[src/inc/ftrb_map.vh]
// Register indices, reset value and sizes of the telemetry readback bank
`ifndef FTRB_MAP_VH
`define FTRB_MAP_VH

// Word indices; the byte address on the register port is four times the index
`define FTRB_IDX_PHASE_C_VOLTAGE 16'h047E
`define FTRB_IDX_COMMUTATION_SINE 16'h04B6
`define FTRB_IDX_COMMUTATION_COSINE 16'h04B8
`define FTRB_IDX_STATIONARY_CURRENT_A_AXIS 16'h04D2
`define FTRB_IDX_STATIONARY_CURRENT_B_AXIS 16'h04D4
`define FTRB_IDX_STATIONARY_VOLTAGE_A_AXIS 16'h04D6
`define FTRB_IDX_STATIONARY_VOLTAGE_B_AXIS 16'h04D8
`define FTRB_IDX_DIRECT_AXIS_CURRENT 16'h04E2
`define FTRB_IDX_QUADRATURE_AXIS_CURRENT 16'h04E4
`define FTRB_IDX_DIRECT_AXIS_VOLTAGE 16'h04E6
`define FTRB_IDX_QUADRATURE_AXIS_VOLTAGE 16'h04E8
`define FTRB_IDX_ALIGN_CURRENT_REFERENCE 16'h0524
`define FTRB_IDX_HANDOVER_SPEED_REFERENCE 16'h053C

// Byte address width and word layout
`define FTRB_ADDR_W 16
`define FTRB_DATA_W 32
`define FTRB_NUM_WORDS 13
`define FTRB_FRAC_BITS 27
`define FTRB_WORD_RESET 32'h00000000
`define FTRB_UNMAPPED_READ 32'h00000000

`endif

[src/ftrb_bank.v]
// Read-only telemetry register bank for the field-oriented control loop
`include "ftrb_map.vh"

// Function
// - Present the phase C voltage caught during initial speed detection as a 32-bit word scaled 60/sqrt3 by 2^27.
// - Present the sine of the commutation angle as a signed word with 27 fractional bits.
// - Present the cosine of the commutation angle as a signed word with 27 fractional bits.
// - Present the alpha-axis current as a word that over 2^27 times base current over 8 gives amperes.
// - Present the beta-axis current with the same scaling as the alpha-axis current.
// - Present the alpha-axis voltage as a word that over 2^27 times 60 over sqrt3 gives volts.
// - Present the beta-axis voltage with the same scaling as the alpha-axis voltage.
// - Present the estimated direct-axis current scaled by 2^27 and base current over 8.
// - Present the estimated quadrature-axis current scaled by 2^27 and base current over 8.
// - Present the applied direct-axis voltage scaled by 2^27 and 60 over sqrt3.
// - Present the applied quadrature-axis voltage scaled by 2^27 and 60 over sqrt3.
// - Present the rotor-align quadrature current reference scaled by 2^27 and base current over 8.
// - Present the open-loop speed at which control hands over to closed loop as a read-only word.
// - Every word clears to zero on reset and ignores software writes.
// - The open-loop speed word over 2^27 times the maximum speed gives hertz.
module ftrb_bank
(
  input wire sys_clk, // 40 MHz clock
  input wire arst_n, // Asynchronous reset, active low
  input wire [`FTRB_ADDR_W-1:0] reg_addr, // Byte address
  input wire [`FTRB_DATA_W-1:0] reg_wdata, // Write data, ignored
  input wire reg_wr, // Write strobe
  input wire reg_rd, // Read strobe
  output reg [`FTRB_DATA_W-1:0] reg_rdata, // Read data, cycle after the strobe
  output reg reg_rvalid, // Marks the read data cycle
  output reg reg_wr_ignored, // Pulse: a write arrived and was dropped
  input wire ctl_update, // Control loop has fresh values this cycle
  input wire [31:0] ctl_phase_c_voltage, // Phase C voltage, 2^27 scaled
  input wire [31:0] ctl_commutation_sine, // Sine of angle, Q4.27
  input wire [31:0] ctl_commutation_cosine, // Cosine of angle, Q4.27
  input wire [31:0] ctl_stationary_current_a_axis, // Alpha current
  input wire [31:0] ctl_stationary_current_b_axis, // Beta current
  input wire [31:0] ctl_stationary_voltage_a_axis, // Alpha voltage
  input wire [31:0] ctl_stationary_voltage_b_axis, // Beta voltage
  input wire [31:0] ctl_direct_axis_current, // Estimated d current
  input wire [31:0] ctl_quadrature_axis_current, // Estimated q current
  input wire [31:0] ctl_direct_axis_voltage, // Applied d voltage
  input wire [31:0] ctl_quadrature_axis_voltage, // Applied q voltage
  input wire [31:0] ctl_align_current_reference, // Align q current reference
  input wire [31:0] ctl_handover_speed_reference // Open-loop handover speed
);

  wire [`FTRB_DATA_W-1:0] src_w [0:`FTRB_NUM_WORDS-1];
  wire [`FTRB_ADDR_W-1:0] idx_w [0:`FTRB_NUM_WORDS-1];
  wire [`FTRB_DATA_W-1:0] word_w [0:`FTRB_NUM_WORDS-1];
  reg [`FTRB_DATA_W-1:0] rdata_d;
  wire [`FTRB_ADDR_W-1:0] index_w;
  wire aligned_w;
  integer k;

  assign src_w[0] = ctl_phase_c_voltage;
  assign src_w[1] = ctl_commutation_sine;
  assign src_w[2] = ctl_commutation_cosine;
  assign src_w[3] = ctl_stationary_current_a_axis;
  assign src_w[4] = ctl_stationary_current_b_axis;
  assign src_w[5] = ctl_stationary_voltage_a_axis;
  assign src_w[6] = ctl_stationary_voltage_b_axis;
  assign src_w[7] = ctl_direct_axis_current;
  assign src_w[8] = ctl_quadrature_axis_current;
  assign src_w[9] = ctl_direct_axis_voltage;
  assign src_w[10] = ctl_quadrature_axis_voltage;
  assign src_w[11] = ctl_align_current_reference;
  assign src_w[12] = ctl_handover_speed_reference;

  assign idx_w[0] = `FTRB_IDX_PHASE_C_VOLTAGE;
  assign idx_w[1] = `FTRB_IDX_COMMUTATION_SINE;
  assign idx_w[2] = `FTRB_IDX_COMMUTATION_COSINE;
  assign idx_w[3] = `FTRB_IDX_STATIONARY_CURRENT_A_AXIS;
  assign idx_w[4] = `FTRB_IDX_STATIONARY_CURRENT_B_AXIS;
  assign idx_w[5] = `FTRB_IDX_STATIONARY_VOLTAGE_A_AXIS;
  assign idx_w[6] = `FTRB_IDX_STATIONARY_VOLTAGE_B_AXIS;
  assign idx_w[7] = `FTRB_IDX_DIRECT_AXIS_CURRENT;
  assign idx_w[8] = `FTRB_IDX_QUADRATURE_AXIS_CURRENT;
  assign idx_w[9] = `FTRB_IDX_DIRECT_AXIS_VOLTAGE;
  assign idx_w[10] = `FTRB_IDX_QUADRATURE_AXIS_VOLTAGE;
  assign idx_w[11] = `FTRB_IDX_ALIGN_CURRENT_REFERENCE;
  assign idx_w[12] = `FTRB_IDX_HANDOVER_SPEED_REFERENCE;

  // Only whole aligned words decode; the top two index bits fall off the 16-bit address
  assign aligned_w = (reg_addr[1:0] == 2'h0);
  assign index_w = {2'h0, reg_addr[`FTRB_ADDR_W-1:2]};

  // All words load on the same edge, so a read never mixes two loop updates
  genvar g;
  generate
    for (g = 0; g < `FTRB_NUM_WORDS; g = g + 1)
    begin : g_word
      // Each word lives in its own block so that no array has several drivers
      reg [`FTRB_DATA_W-1:0] word_q;
      always @(posedge sys_clk or negedge arst_n)
      begin
        if (!arst_n)
          word_q <= `FTRB_WORD_RESET;
        else if (ctl_update)
          word_q <= src_w[g];
      end
      assign word_w[g] = word_q;
    end
  endgenerate

  always @*
  begin
    rdata_d = `FTRB_UNMAPPED_READ;
    for (k = 0; k < `FTRB_NUM_WORDS; k = k + 1)
    begin
      if (aligned_w && (index_w == idx_w[k]))
        rdata_d = word_w[k];
    end
  end

  // Read data is held only in the cycle after the strobe; zero otherwise
  always @(posedge sys_clk or negedge arst_n)
  begin
    if (!arst_n)
    begin
      reg_rdata <= `FTRB_WORD_RESET;
      reg_rvalid <= 1'b0;
      reg_wr_ignored <= 1'b0;
    end
    else
    begin
      reg_rdata <= reg_rd ? rdata_d : `FTRB_WORD_RESET;
      reg_rvalid <= reg_rd;
      reg_wr_ignored <= reg_wr;
    end
  end

endmodule

[config.mk]
export PLATFORM = sky130hd
export DESIGN_NAME = ftrb_bank
export DESIGN_NICKNAME = d
export VERILOG_FILES = /design/src/ftrb_bank.v
export VERILOG_INCLUDE_DIRS = /design/src /design/src/inc
export SDC_FILE = /design/constraint.sdc
export NUM_CORES = 1
export LEC_CHECK = 0
export ABC_AREA = 1
export BUFFER_PORTS_ARGS = -buffer_cell sky130_fd_sc_hd__clkbuf_2
export CAP_MARGIN = 25
export CORE_AREA = 2 2 198 200
export DETAILED_ROUTE_END_ITERATION = 10
export DIE_AREA = 0 0 200 202
export GPL_TIMING_DRIVEN = 0
export PLACE_DENSITY = 0.88
export SETUP_SLACK_MARGIN = 0.2
export SLEW_MARGIN = 30
export SYNTH_ARGS = -nofsm -noshare
export SYNTH_HDL_FRONTEND = slang
export SYNTH_SLANG_ARGS = --single-unit
[constraint.sdc]
create_clock -name sys_clk -period 2.5 [get_ports sys_clk]
set_input_delay 0.375 -clock sys_clk [delete_from_list [all_inputs] [get_ports sys_clk]]
set_output_delay 0.375 -clock sys_clk [all_outputs]
set_load 0.1 [all_outputs]
==> Word level (Yosys, flattened, before mapping) <==
Index checks and enable logic that the tools add are counted.
{ "classes": {"eq_ne": 13, "muxes": 14, "n_reduce_logical": 14} }
{ "op_table": {"columns": ["cell", "n"], "rows": [
  ["two-way mux 32 bit", 14],
  ["equality test 14 x 11 -> 1 bit (second input constant)", 13],
  ["logical AND 1 bit", 13],
  ["logical NOT 2 bit", 1]
]} }
{ "word_totals": {"regBits": 450, "output_inout_bits": 34, "elab_cells": 57} }

==> Depth between registers and ports, before layout <==
Gate-level depths: netlist of the first run.
{ "depth": {"depth_word": 16, "mapped_depth": 20, "depth_no_buf": 20} }

==> Worst setup path before layout of the first run <==
No wires, ideal clock.
{ "synth_path": {"kind": "input -> register", "startpoint": "input reg_addr[1]", "endpoint": "register reg_rdata[10]", "setup_time_ps": 121, "t_arrival_ps": 1817, "required_time_ps": 2379, "path_slack_ps": 562, "path_stages": 12, "path_buffers": 2, "cell_sequence": "nor2_2 > nand3_2 > nor3_2 > nand2_2 > nor2_4 > buf_4 > buf_2 > a21oi_1 > nand2_1 > nand4_1 > a21oi_1 > nor2_1"} }
{ "synth_via": {"elab_chain_len": 16, "word_cells_on_any_way": 28} }
{ "synth_lines": {"columns": ["element", "line_no", "source"], "rows": [
  ["start, declared", "ftrb_bank.v:24", "input wire [`FTRB_ADDR_W-1:0] reg_addr,"],
  ["logical NOT 2 bit (*)", "ftrb_bank.v:84", "assign aligned_w = (reg_addr[1:0] == 2'h0);"],
  ["logical AND 1 bit", "ftrb_bank.v:110", "if (aligned_w && (index_w == idx_w[k]))"],
  ["two-way mux 32 bit (12 in series)", "ftrb_bank.v:110", null],
  ["two-way mux 32 bit (*)", "ftrb_bank.v:110", null],
  ["two-way mux 32 bit (no source line) (*)", null, null],
  ["end signal, assigned", "ftrb_bank.v:120", "reg_rdata <= `FTRB_WORD_RESET;"],
  ["end signal, assigned", "ftrb_bank.v:126", "reg_rdata <= reg_rd ? rdata_d : `FTRB_WORD_RESET;"],
  ["end, declared", "ftrb_bank.v:28", "output reg [`FTRB_DATA_W-1:0] reg_rdata,"]
]} }
Mark *: on every way between the ends. The rest lies on a longest branch, timed or not.
A chain may end at the register's enable or synchronous reset.

==> results.txt, run 1 <==
- Outcome: completed
- Highest attainable clock frequency: 428 MHz
* Number of vias per cell after detailed routing: slightly below 6
* Placed standard-cell area: approximately 0.024 mm²
- Headroom to the max-slew limit came out at around 37%.
* Post-route cell area: 0.0266 mm²
- After detailed routing, the wire length on met1 is roughly 29,000 µm.
- Yosys printed 0 warnings.
- Met2 WL post-DR: between 30,000 and 40,000 µm
* Async SR Flop Fraction: 100%
* Minimum setup slack after placement: -0.924 ns
- The share of total power dissipated in combinational logic is between 10% and 20%.
* Die outline width: 200 µm
- Sw Pwr: approximately 4500 µW
- The final critical path takes up ~93% of the cycle.
- Drt wl/cell: 23.1 µm
- Cell types with the largest area share after synthesis: dfrtp_1 55%, mux2_2 12%, nand2_1 9.2%
* Proportion of power drawn by the clock network: between 40 and 50%
- The clock passes through at most 3 buffers.
- Largest area contributor in the synthesized netlist: dfrtp_1
- Remaining design rule violation count: 0
- Synthesis instantiated 31 different standard cells from the library.
- Final hold slack: between 0.0015 and 0.002 ns
- Power per cell area: between 600 and 700 mW/mm²
- In the synthesized netlist, the cells that appear most often are 507 x nand2_1, 450 x dfrtp_1, 347 x o21ai_0.
- between 500 and 600 I/O pins were placed.
- Crit Path Category: in -> reg
- The number of global-route vias before repair is 20,500.
* Sequential-to-total area share from yosys stat: a little over half
* Final Skew: 0.0256 ns
- Leakage power figure: approximately 0.013 µW
- Summing over every cut layer, the via total after detailed routing is 19,900.
- Global routing finished with a remaining overflow of 0.
* Clock Pin Slew Worst Setup and Hold Paths: approximately 0.060 ns
- Wire length of the first global-routing pass: approximately 120,000 µm
- Relative to the synthesized area, the layout overhead comes to 28.9%.
* Clock tree from TritonCTS: built
- Sequential Power Share: 46.4%
* Number of standard cells after synthesis: 2,241
* Area of the placeable core: 0.0383 mm²
* Crit. End Element: flip-flop
* Cells after DPL: 3,234
- The initial utilization of the core area, before any placement, comes to between 50% and 60%.
- The most common cell in the synthesized netlist is nand2_1.
* Netlist Area Pre-Place: approximately 0.021 mm²
- Max-slew violation count: 0
- After detailed routing, the total wire length is roughly 79,000 µm.
- Data on the critical path arrives at its endpoint at between 2 and 3 ns.
* Cts bufs inserted: 47
- Amount of wire on met3 after detailed routing: approximately 8800 µm
- Post-detailed-placement half-perimeter wirelength: 56,500 µm
* Post-synth top area share: between 50% and 60%
- Number of synthesized register bits: 450
* Syn Area/Cell: around 9.2 µm²
* Critical Path Start Type: input pin
- IO buf count: 469
* Shortest period the worst path allows: about 2.3 ns
* Final core utilization: between 60% and 70%
- Once layout is complete, the cells apart from fillers number about 3,400.
- H-tree depth reported by CTS: 2
* Maximum Capacitance Violations: 0
- The tree is rooted in a clkbuf_16.
- Required time at the worst-slack endpoint: just over 3 ns
* Antenna violations before repair: 22
- When the netlist entered floorplanning its net count stood at around 2,700.
- CTS sink cnt: 450
* Top layer used by detailed routing: met5
- Die H: approximately 200 µm
- In this run the core area contains a little over 70 standard-cell rows.
* Ratio of cells with drive above 1 in the final layout: between 30% and 40%
- Internal Pwr Total: between 10,000 and 15,000 µW
- The total count of hold-check failures in the final report was 0.
- Count of flip-flops with a built-in enable after synthesis: 0
- Net switching is between 20 and 30% of the power.
- RSZ-0062 raised after global routing: yes
- Overall die area: 0.0404 mm²
- Among all flip-flop cells after synthesis, the most frequent one is dfrtp_1.
- Maximum resistive drop on vdd: about 520 µV
- Length of the first detailed-routing pass in iterations: 8
* Measured slew at the worst slew-check pin: approximately 0.95 ns
- Along the worst path, the maximum fanout reaches 10.
- Entering global routing, the biggest net connects slightly below 90 pins.
* Initial drt markers: 1,995
- Net count reported at finish: 3,329
- Routability-driven placement finished with a final weighted congestion of roughly 0.94.
- Global routing used between 30% and 40% of the available tracks across all layers.
- Type of the worst min-delay path: in -> reg
- Setup violations remaining at the end of the flow were counted as 0.
- The count of nets left with antenna violations once routing finished came out at 0.
* Worst-skew pair later-pin latency: slightly above 0.6 ns
- Worst setup slack after layout: 0.163 ns
==> state kept, by name, indices dropped and copies added (netlist names) <==
signal,flops
g_word.word_q,416
reg_rvalid,1
reg_rdata,32
reg_wr_ignored,1
==> cells in the final DEF (no fill, tap or decap), types with 2 or more instances in the layout <==
cell / n
clkbuf_16: 47
nand3_2: 2
diode_2: 18
nor2_2: 3
clkbuf_4: 3
buf_16: 6
clkbuf_2: 481
clkinv_2: 5
dlygate4sd3_1: 93
buf_2: 38
o22ai_1: 16
a21oi_1: 109
clkinv_1: 2
o22ai_2: 7
nand2_1: 503
nand2_2: 8
inv_1: 282
a21oi_2: 2
mux2_2: 221
buf_1: 2
nand3_1: 19
o21ai_1: 32
nand3b_1: 11
clkbuf_1: 78
nor3_4: 2
inv_2: 6
nand4_1: 21
nor2_1: 54
o21ai_0: 347
nor2_4: 4
clkbuf_8: 18
buf_4: 8
bufinv_16: 5
nand3_4: 2
dfrtp_1: 450
==> timing repair <==
item                                    in CTS  in global routing
setup buffers                                1                  1
pin swaps                                    1                  1
hold buffers                                91                  2
gates resized for setup                      3                 45
hold endpoints to repair                   121                  2
endpoints found under the setup margin     173                 70
==> through the flow <==
stage / TNS (ns) / power (µW)
4_1_cts: 0 / 17600
2_1_floorplan: 0 / 9060
3_3_place_gp: -4135.63 / 9880
5_1_grt: 0 / 18200
6_report: 0 / 17800
3_5_place_dp: -173.36 / 10000
==> logic make-up after synthesis <==
family          count (synthesis)  synth area share (%)
compound gates                514                  12.6
simple gates                  634                  12.7
mux                           221                  12.1
buf+inv                       422                  8.06
flops                         450                  54.6
==> final timing paths <==
path / startpoint / endpoint / slack, ns / cells past startpoint
max: ctl_update / g_word[11].word_q[14]$_DFFE_PN0P_ / 0.16 / 7
min in group asynchronous: arst_n / g_word[8].word_q[15]$_DFFE_PN0P_ / 0.25 / 2
max in group asynchronous: arst_n / g_word[5].word_q[26]$_DFFE_PN0P_ / 0.84 / 5
min: ctl_stationary_voltage_b_axis[21] / g_word[6].word_q[21]$_DFFE_PN0P_ / 0.002 / 3
min reg2reg: g_word[7].word_q[27]$_DFFE_PN0P_ / g_word[7].word_q[27]$_DFFE_PN0P_ / 0.50 / 1
max reg2reg: g_word[1].word_q[12]$_DFFE_PN0P_ / reg_rdata[12]$_DFF_PN0_ / 0.57 / 12
==> per-layer routing <==
layer  track usage, %  vias up
met1             49.2     9518
li1                 -     8494
met5                0        -
met4             25.6       12
met3             10.5      417
met2             60.4     1461
==> worst max-delay path: stages <==
cell and delay, ns:
clkbuf_1 0.42, clkbuf_2 0.44, buf_2 0.31, clkbuf_2 0.47, clkbuf_2 0.37, nand2_1 0.29, o21ai_0 0.16
==> power by group through the flow <==
stage	registers, µW	clock network, µW	logic [µW]
2_1_floorplan	8240	0	822
3_3_place_gp	8310	0	1570
3_5_place_dp	8330	0	1680
4_1_cts	8210	7580	1830
5_1_grt	8280	7900	2040
6_report	8230	7630	1890
==> cell type report <==
class	count	area (µm²)
buffer	132	601
clock buffer	73	1440
sequential	450	11300
clock inverter	13	230
multi-input combinational	1369	7810
fill	2722	11700
inverter	290	1090
tap	518	648
timing repair buffer	570	3470
antenna	18	45.0
(Power assumes the default switching activity.)
==> inputs of run 2 (changes only) <==
- ABC_AREA: 1 -> not set
- MAX_ROUTING_LAYER: not set -> met4
==> run 2 against run 1 <==
Critical path depth rose by 1. Clock-buffer cell count down 4. Final area is 0.41% lower. Via count is 11% lower. Worst hold slack improved by 0.0065 ns. Synthesized cell count fell by 27%. Total power up 1.3%. Largest power group unchanged. Critical path type unchanged.
==> results.txt, run 2 <==
- The effective utilization at floorplan was 54.1% (+0.17 points).
- The fraction of the yosys area taken by sequential cells was 54.4% (-0.17 points).
* Number of flip-flops in the largest register: 416 (unchanged)
* Syn Area/Cell: 12.6 µm² (+37%)
* Sum of negative setup slack: 0 ns (unchanged)
- The clock insertion delay at the later pin of the skew report was 0.60 ns (about the same).
- PnR Total Power: 18,000 µW (+1.3%)
- The worst endpoint required time is 3.03 ns (about the same).
- The worst register-to-register path ends at reg_rdata[6]$_DFF_PN0_.
- Clock tree from TritonCTS: built
- Floorplan row count: 72 (unchanged)
- The post-synth design cell area is 0.0207 mm² (+0.32%).
* Hold Fails Final Rpt: 0 (unchanged)
- The switching portion of total power was 25.3% (+0.098 points).
- The count of flip-flops with a built-in enable after synthesis was 0 (unchanged).
- Maximum Capacitance Violations: 0 (unchanged)
- Outcome: completed
* Net count reported at finish: 2,708 (-19%)
* Via Count: 17,800 (-11%)
* Leading cell type in the layout, fill and taps excluded: clkbuf_2
* Antenna violations before repair: 10 (-55%)
- In this run the worst hold path is classified as in -> reg.
- Crit. End Element: flip-flop
* Number of synthesized register bits: 450 (unchanged)
* Routability congestion estimate: 0.986 (+5.3%)
* Highest attainable clock frequency: 432 MHz (+0.94%)
- End point of the worst hold path: g_word[10].word_q[24]$_DFFE_PN0P_
- The signal on the critical path passes through clkbuf_2 -> nor2_1 -> nand2_1 -> a21oi_4 -> clkbuf_2 -> o211ai_1 -> a21oi_2 -> o21a_1.
- The overall fraction of global-route tracks in use is 41.3% (+1.9 points).
- Length of the first detailed-routing pass in iterations: 6 (-2)
* Clock Pin Slew Worst Setup and Hold Paths: 0.06 ns (about the same)
- Remaining design rule violation count: 0 (unchanged)
- The area inside the core boundary was 0.0383 mm² (unchanged).
* Sequential Power Share: 46.7% (+0.3 points)
* CTS sink cnt: 450 (unchanged)
- Largest registers: g_word.word_q: 416 flops, reg_rdata: 32 flops
- CP Buf/Inv Count: 2 (-3)
- In the synthesized netlist, the cells that appear most often are 450 x dfrtp_1, 438 x mux2_2, 98 x clkbuf_1.
- The via density per instance came to 6.35 (+9.5%).
- Measured slew at the worst slew-check pin: 1.04 ns (+0.0870 ns)
- The fraction of layout cells with a size suffix above 1 is 48.0% (+18 points).
- Async SR Flop Fraction: 100% (unchanged)
- Global route overflow: 0 (unchanged)
- By area the synthesized netlist is led by dfrtp_1 54%, mux2_2 24%, a21oi_1 2.1%.
- Largest area contributor in the synthesized netlist: dfrtp_1
- Max-slew violation count: 0 (unchanged)
- The sum of net half-perimeters after detailed placement is 60,000 µm (+6.1%).
- The number of cells in the finished layout apart from fillers came to 2,804 (-18%).
* Final wirelength: 80,800 µm (+2.1%)
* Proportion of power drawn by the clock network: 40.8% (-2.2 points)
* Die H: 202 µm (unchanged)
- Biggest register: g_word.word_q
- Cells after DPL: 2,638 (-18%)
* Count of final setup violators: 0 (unchanged)
- Minimum setup slack after placement: -1.30 ns (-0.378 ns)
- Drt wl/cell: 28.8 µm (+25%)
- Maximum resistive drop on vdd: 591 µV (+13%)
* Clock root buffer: clkbuf_16
* Count of different cell masters after synthesis: 70 (+130%)
* Nets in the synthesized netlist: 2,113 (-22%)
- Critical Path Start Type: input pin
- The startpoint identified for the worst register-to-register timing path is g_word[8].word_q[6]$_DFFE_PN0P_.
- The power density relative to cell area came to 679 mW/mm² (+1.7%).
* Worst slew margin relative to its limit: 30.7% (-5.8 points)
- Vias in the first global route: 18,400 (-11%)
* Worst setup slack after layout: 0.185 ns (+0.0218 ns)
* Die outline width: 200 µm (unchanged)
* P&R area growth vs syn: 27.9%
- Wire length of the first global-routing pass: 116,000 µm (-1.7%)
- Post-synth top area share: 54.4% (-0.17 points)
- The static leakage is 0.0115 µW (-13%).
* Final core utilization: 69.2% (-0.29 points)
* Number of standard cells after synthesis: 1,644 (-27%)
- The number of ports placed on the die boundary is 503 (unchanged).
- For this run, the leading register cell type out of synthesis is dfrtp_1.
* WP data arrival: 2.84 ns (-0.02 ns)
- dfrtp_1 is the most common cell in the netlist.
* Logic pwr share: 12.5% (+1.9 points)
* Source of the worst hold timing path: ctl_quadrature_axis_voltage[24]
- The number of buffers added on ports came to 469 (unchanged).
* Crit Path Category: in -> reg
- Cell type of the slowest stage on the worst timing path: nor2_1
* Register-to-register path setup slack: 0.65 ns (+0.08 ns)
- The DRC marker count from the first detailed-route iteration was 1,674 (-16%).
* Maximum number of pins on one net before global-route repair: 83 (-4.6%)
- The final worst-path cycle share was 92.6% (-0.87 points).
- The largest fanout on the critical path came to 10 (unchanged).
- The internal power contribution is 13,400 µW (+1.2%).
- Setup repair after global routing left no endpoint under its margin.
* Shortest period the worst path allows: 2.31 ns (-0.0218 ns)
- The worst clock skew was 0.0179 ns (-0.00776 ns).
- Total of fill cells in the finished design: 2,672 (-1.8%)
- Cts bufs inserted: 47 (unchanged)
- The floorplan die area came to 0.0404 mm² (unchanged).
- Worst Reg-to-Reg Cells: 5 (-7)
* Commonest non-fill, non-tap cells in the layout: 489 x clkbuf_2, 450 x dfrtp_1, 438 x mux2_2, 88 x clkbuf_1, 70 x nand2_1
- H-tree depth reported by CTS: 2 (unchanged)
* Most numerous cell on the critical path: clkbuf_2
* Total number of yosys warnings: 0 (unchanged)
- The number of stages on the worst hold path was 2 (-1).
- The number of nets with antenna violations after detailed routing came to 0 (unchanged).
* Max Root-Sink Buffers: 3 (unchanged)
- Cell type group with the largest total delay on the critical path: compound AO/OA/AOI/OAI gates
* Delay of the slowest cell on the worst path: 0.52 ns (+0.05 ns)
- The total net switching power was 4560 µW (+1.7%).
==> run 2: what timing repair did <==
item | 4_1_cts | 5_1_grt
hold buffers | 63 | 0
hold endpoints to repair | 101 | 0
gates cloned | 0 | 0
resized for setup | 45 | 47
pin swaps | 3 | 13
setup endpoints to repair | 31 | 29
setup buffers | 1 | 6
==> run 2: logic make-up after synthesis <==
group           after synthesis  share of synthesized area, %
compound gates              408                          13.6
buf+inv                     138                          2.74
flops                       450                          54.4
mux                         442                          24.0
simple gates                206                          5.23
==> run 2: layout make-up <==
cell class	instances	area, µm²	share of cell area (%)
flip-flops and latches	450	11300	42.5
plain buffers	133	617	2.33
well taps	518	648	2.45
multi-input cells	1056	9090	34.3
clock buffers	69	1370	5.17
inverters	5	18.8	0.0709
clock inverters	16	234	0.883
repair buffers	546	3220	12.1
diodes	11	27.5	0.104
==> run 2: layer usage <==
layer	track usage, %	up-vias	part of all wire, %
met2	63.8	1192	46
li1	-	7383	-
met3	8.29	330	9.5
met5	-	-	0
met4	24.4	0	7.2
met1	50.2	8887	37
==> run 2: per-stage QoR <==
step / hold WS [ns] / area [µm²]
after floorplan: 0.0794 / 20700
after global placement: 0.483 / 23700
after detailed placement: 0.328 / 23900
after CTS: 0.0000904 / 26300
after global routing: 0.0139 / 26500
final: 0.00843 / 26500
==> run 2: how the worst max path moves through the flow <==
stage,start,cells after the start,to
floorplan,reg_addr[2],8,reg_rdata[10]$_DFF_PN0_
global placement,arst_n,1,g_word[7].word_q[27]$_DFFE_PN0P_
detailed placement,reg_addr[10],8,reg_rdata[22]$_DFF_PN0_
CTS,reg_addr[2],8,reg_rdata[15]$_DFF_PN0_
global route,reg_addr[2],8,reg_rdata[21]$_DFF_PN0_
finish,reg_addr[15],8,reg_rdata[21]$_DFF_PN0_
==> run 2: power by group through the flow <==
stage	registers, µW	clock network (µW)	logic [µW]
final	8400	7350	2250
after detailed placement	8500	0	2100
after CTS	8370	7350	2200
after floorplan	8340	0	1140
after global routing	8450	7700	2380
after global placement	8460	0	1990
==> run 2: worst register-to-register path: stages, from the launching register on <==
cell and delay (ns):
dfrtp_1 0.39, a22o_1 0.25, a32o_1 0.27, o21ai_0 0.40
a21oi_1 0.17, o221a_1 0.24
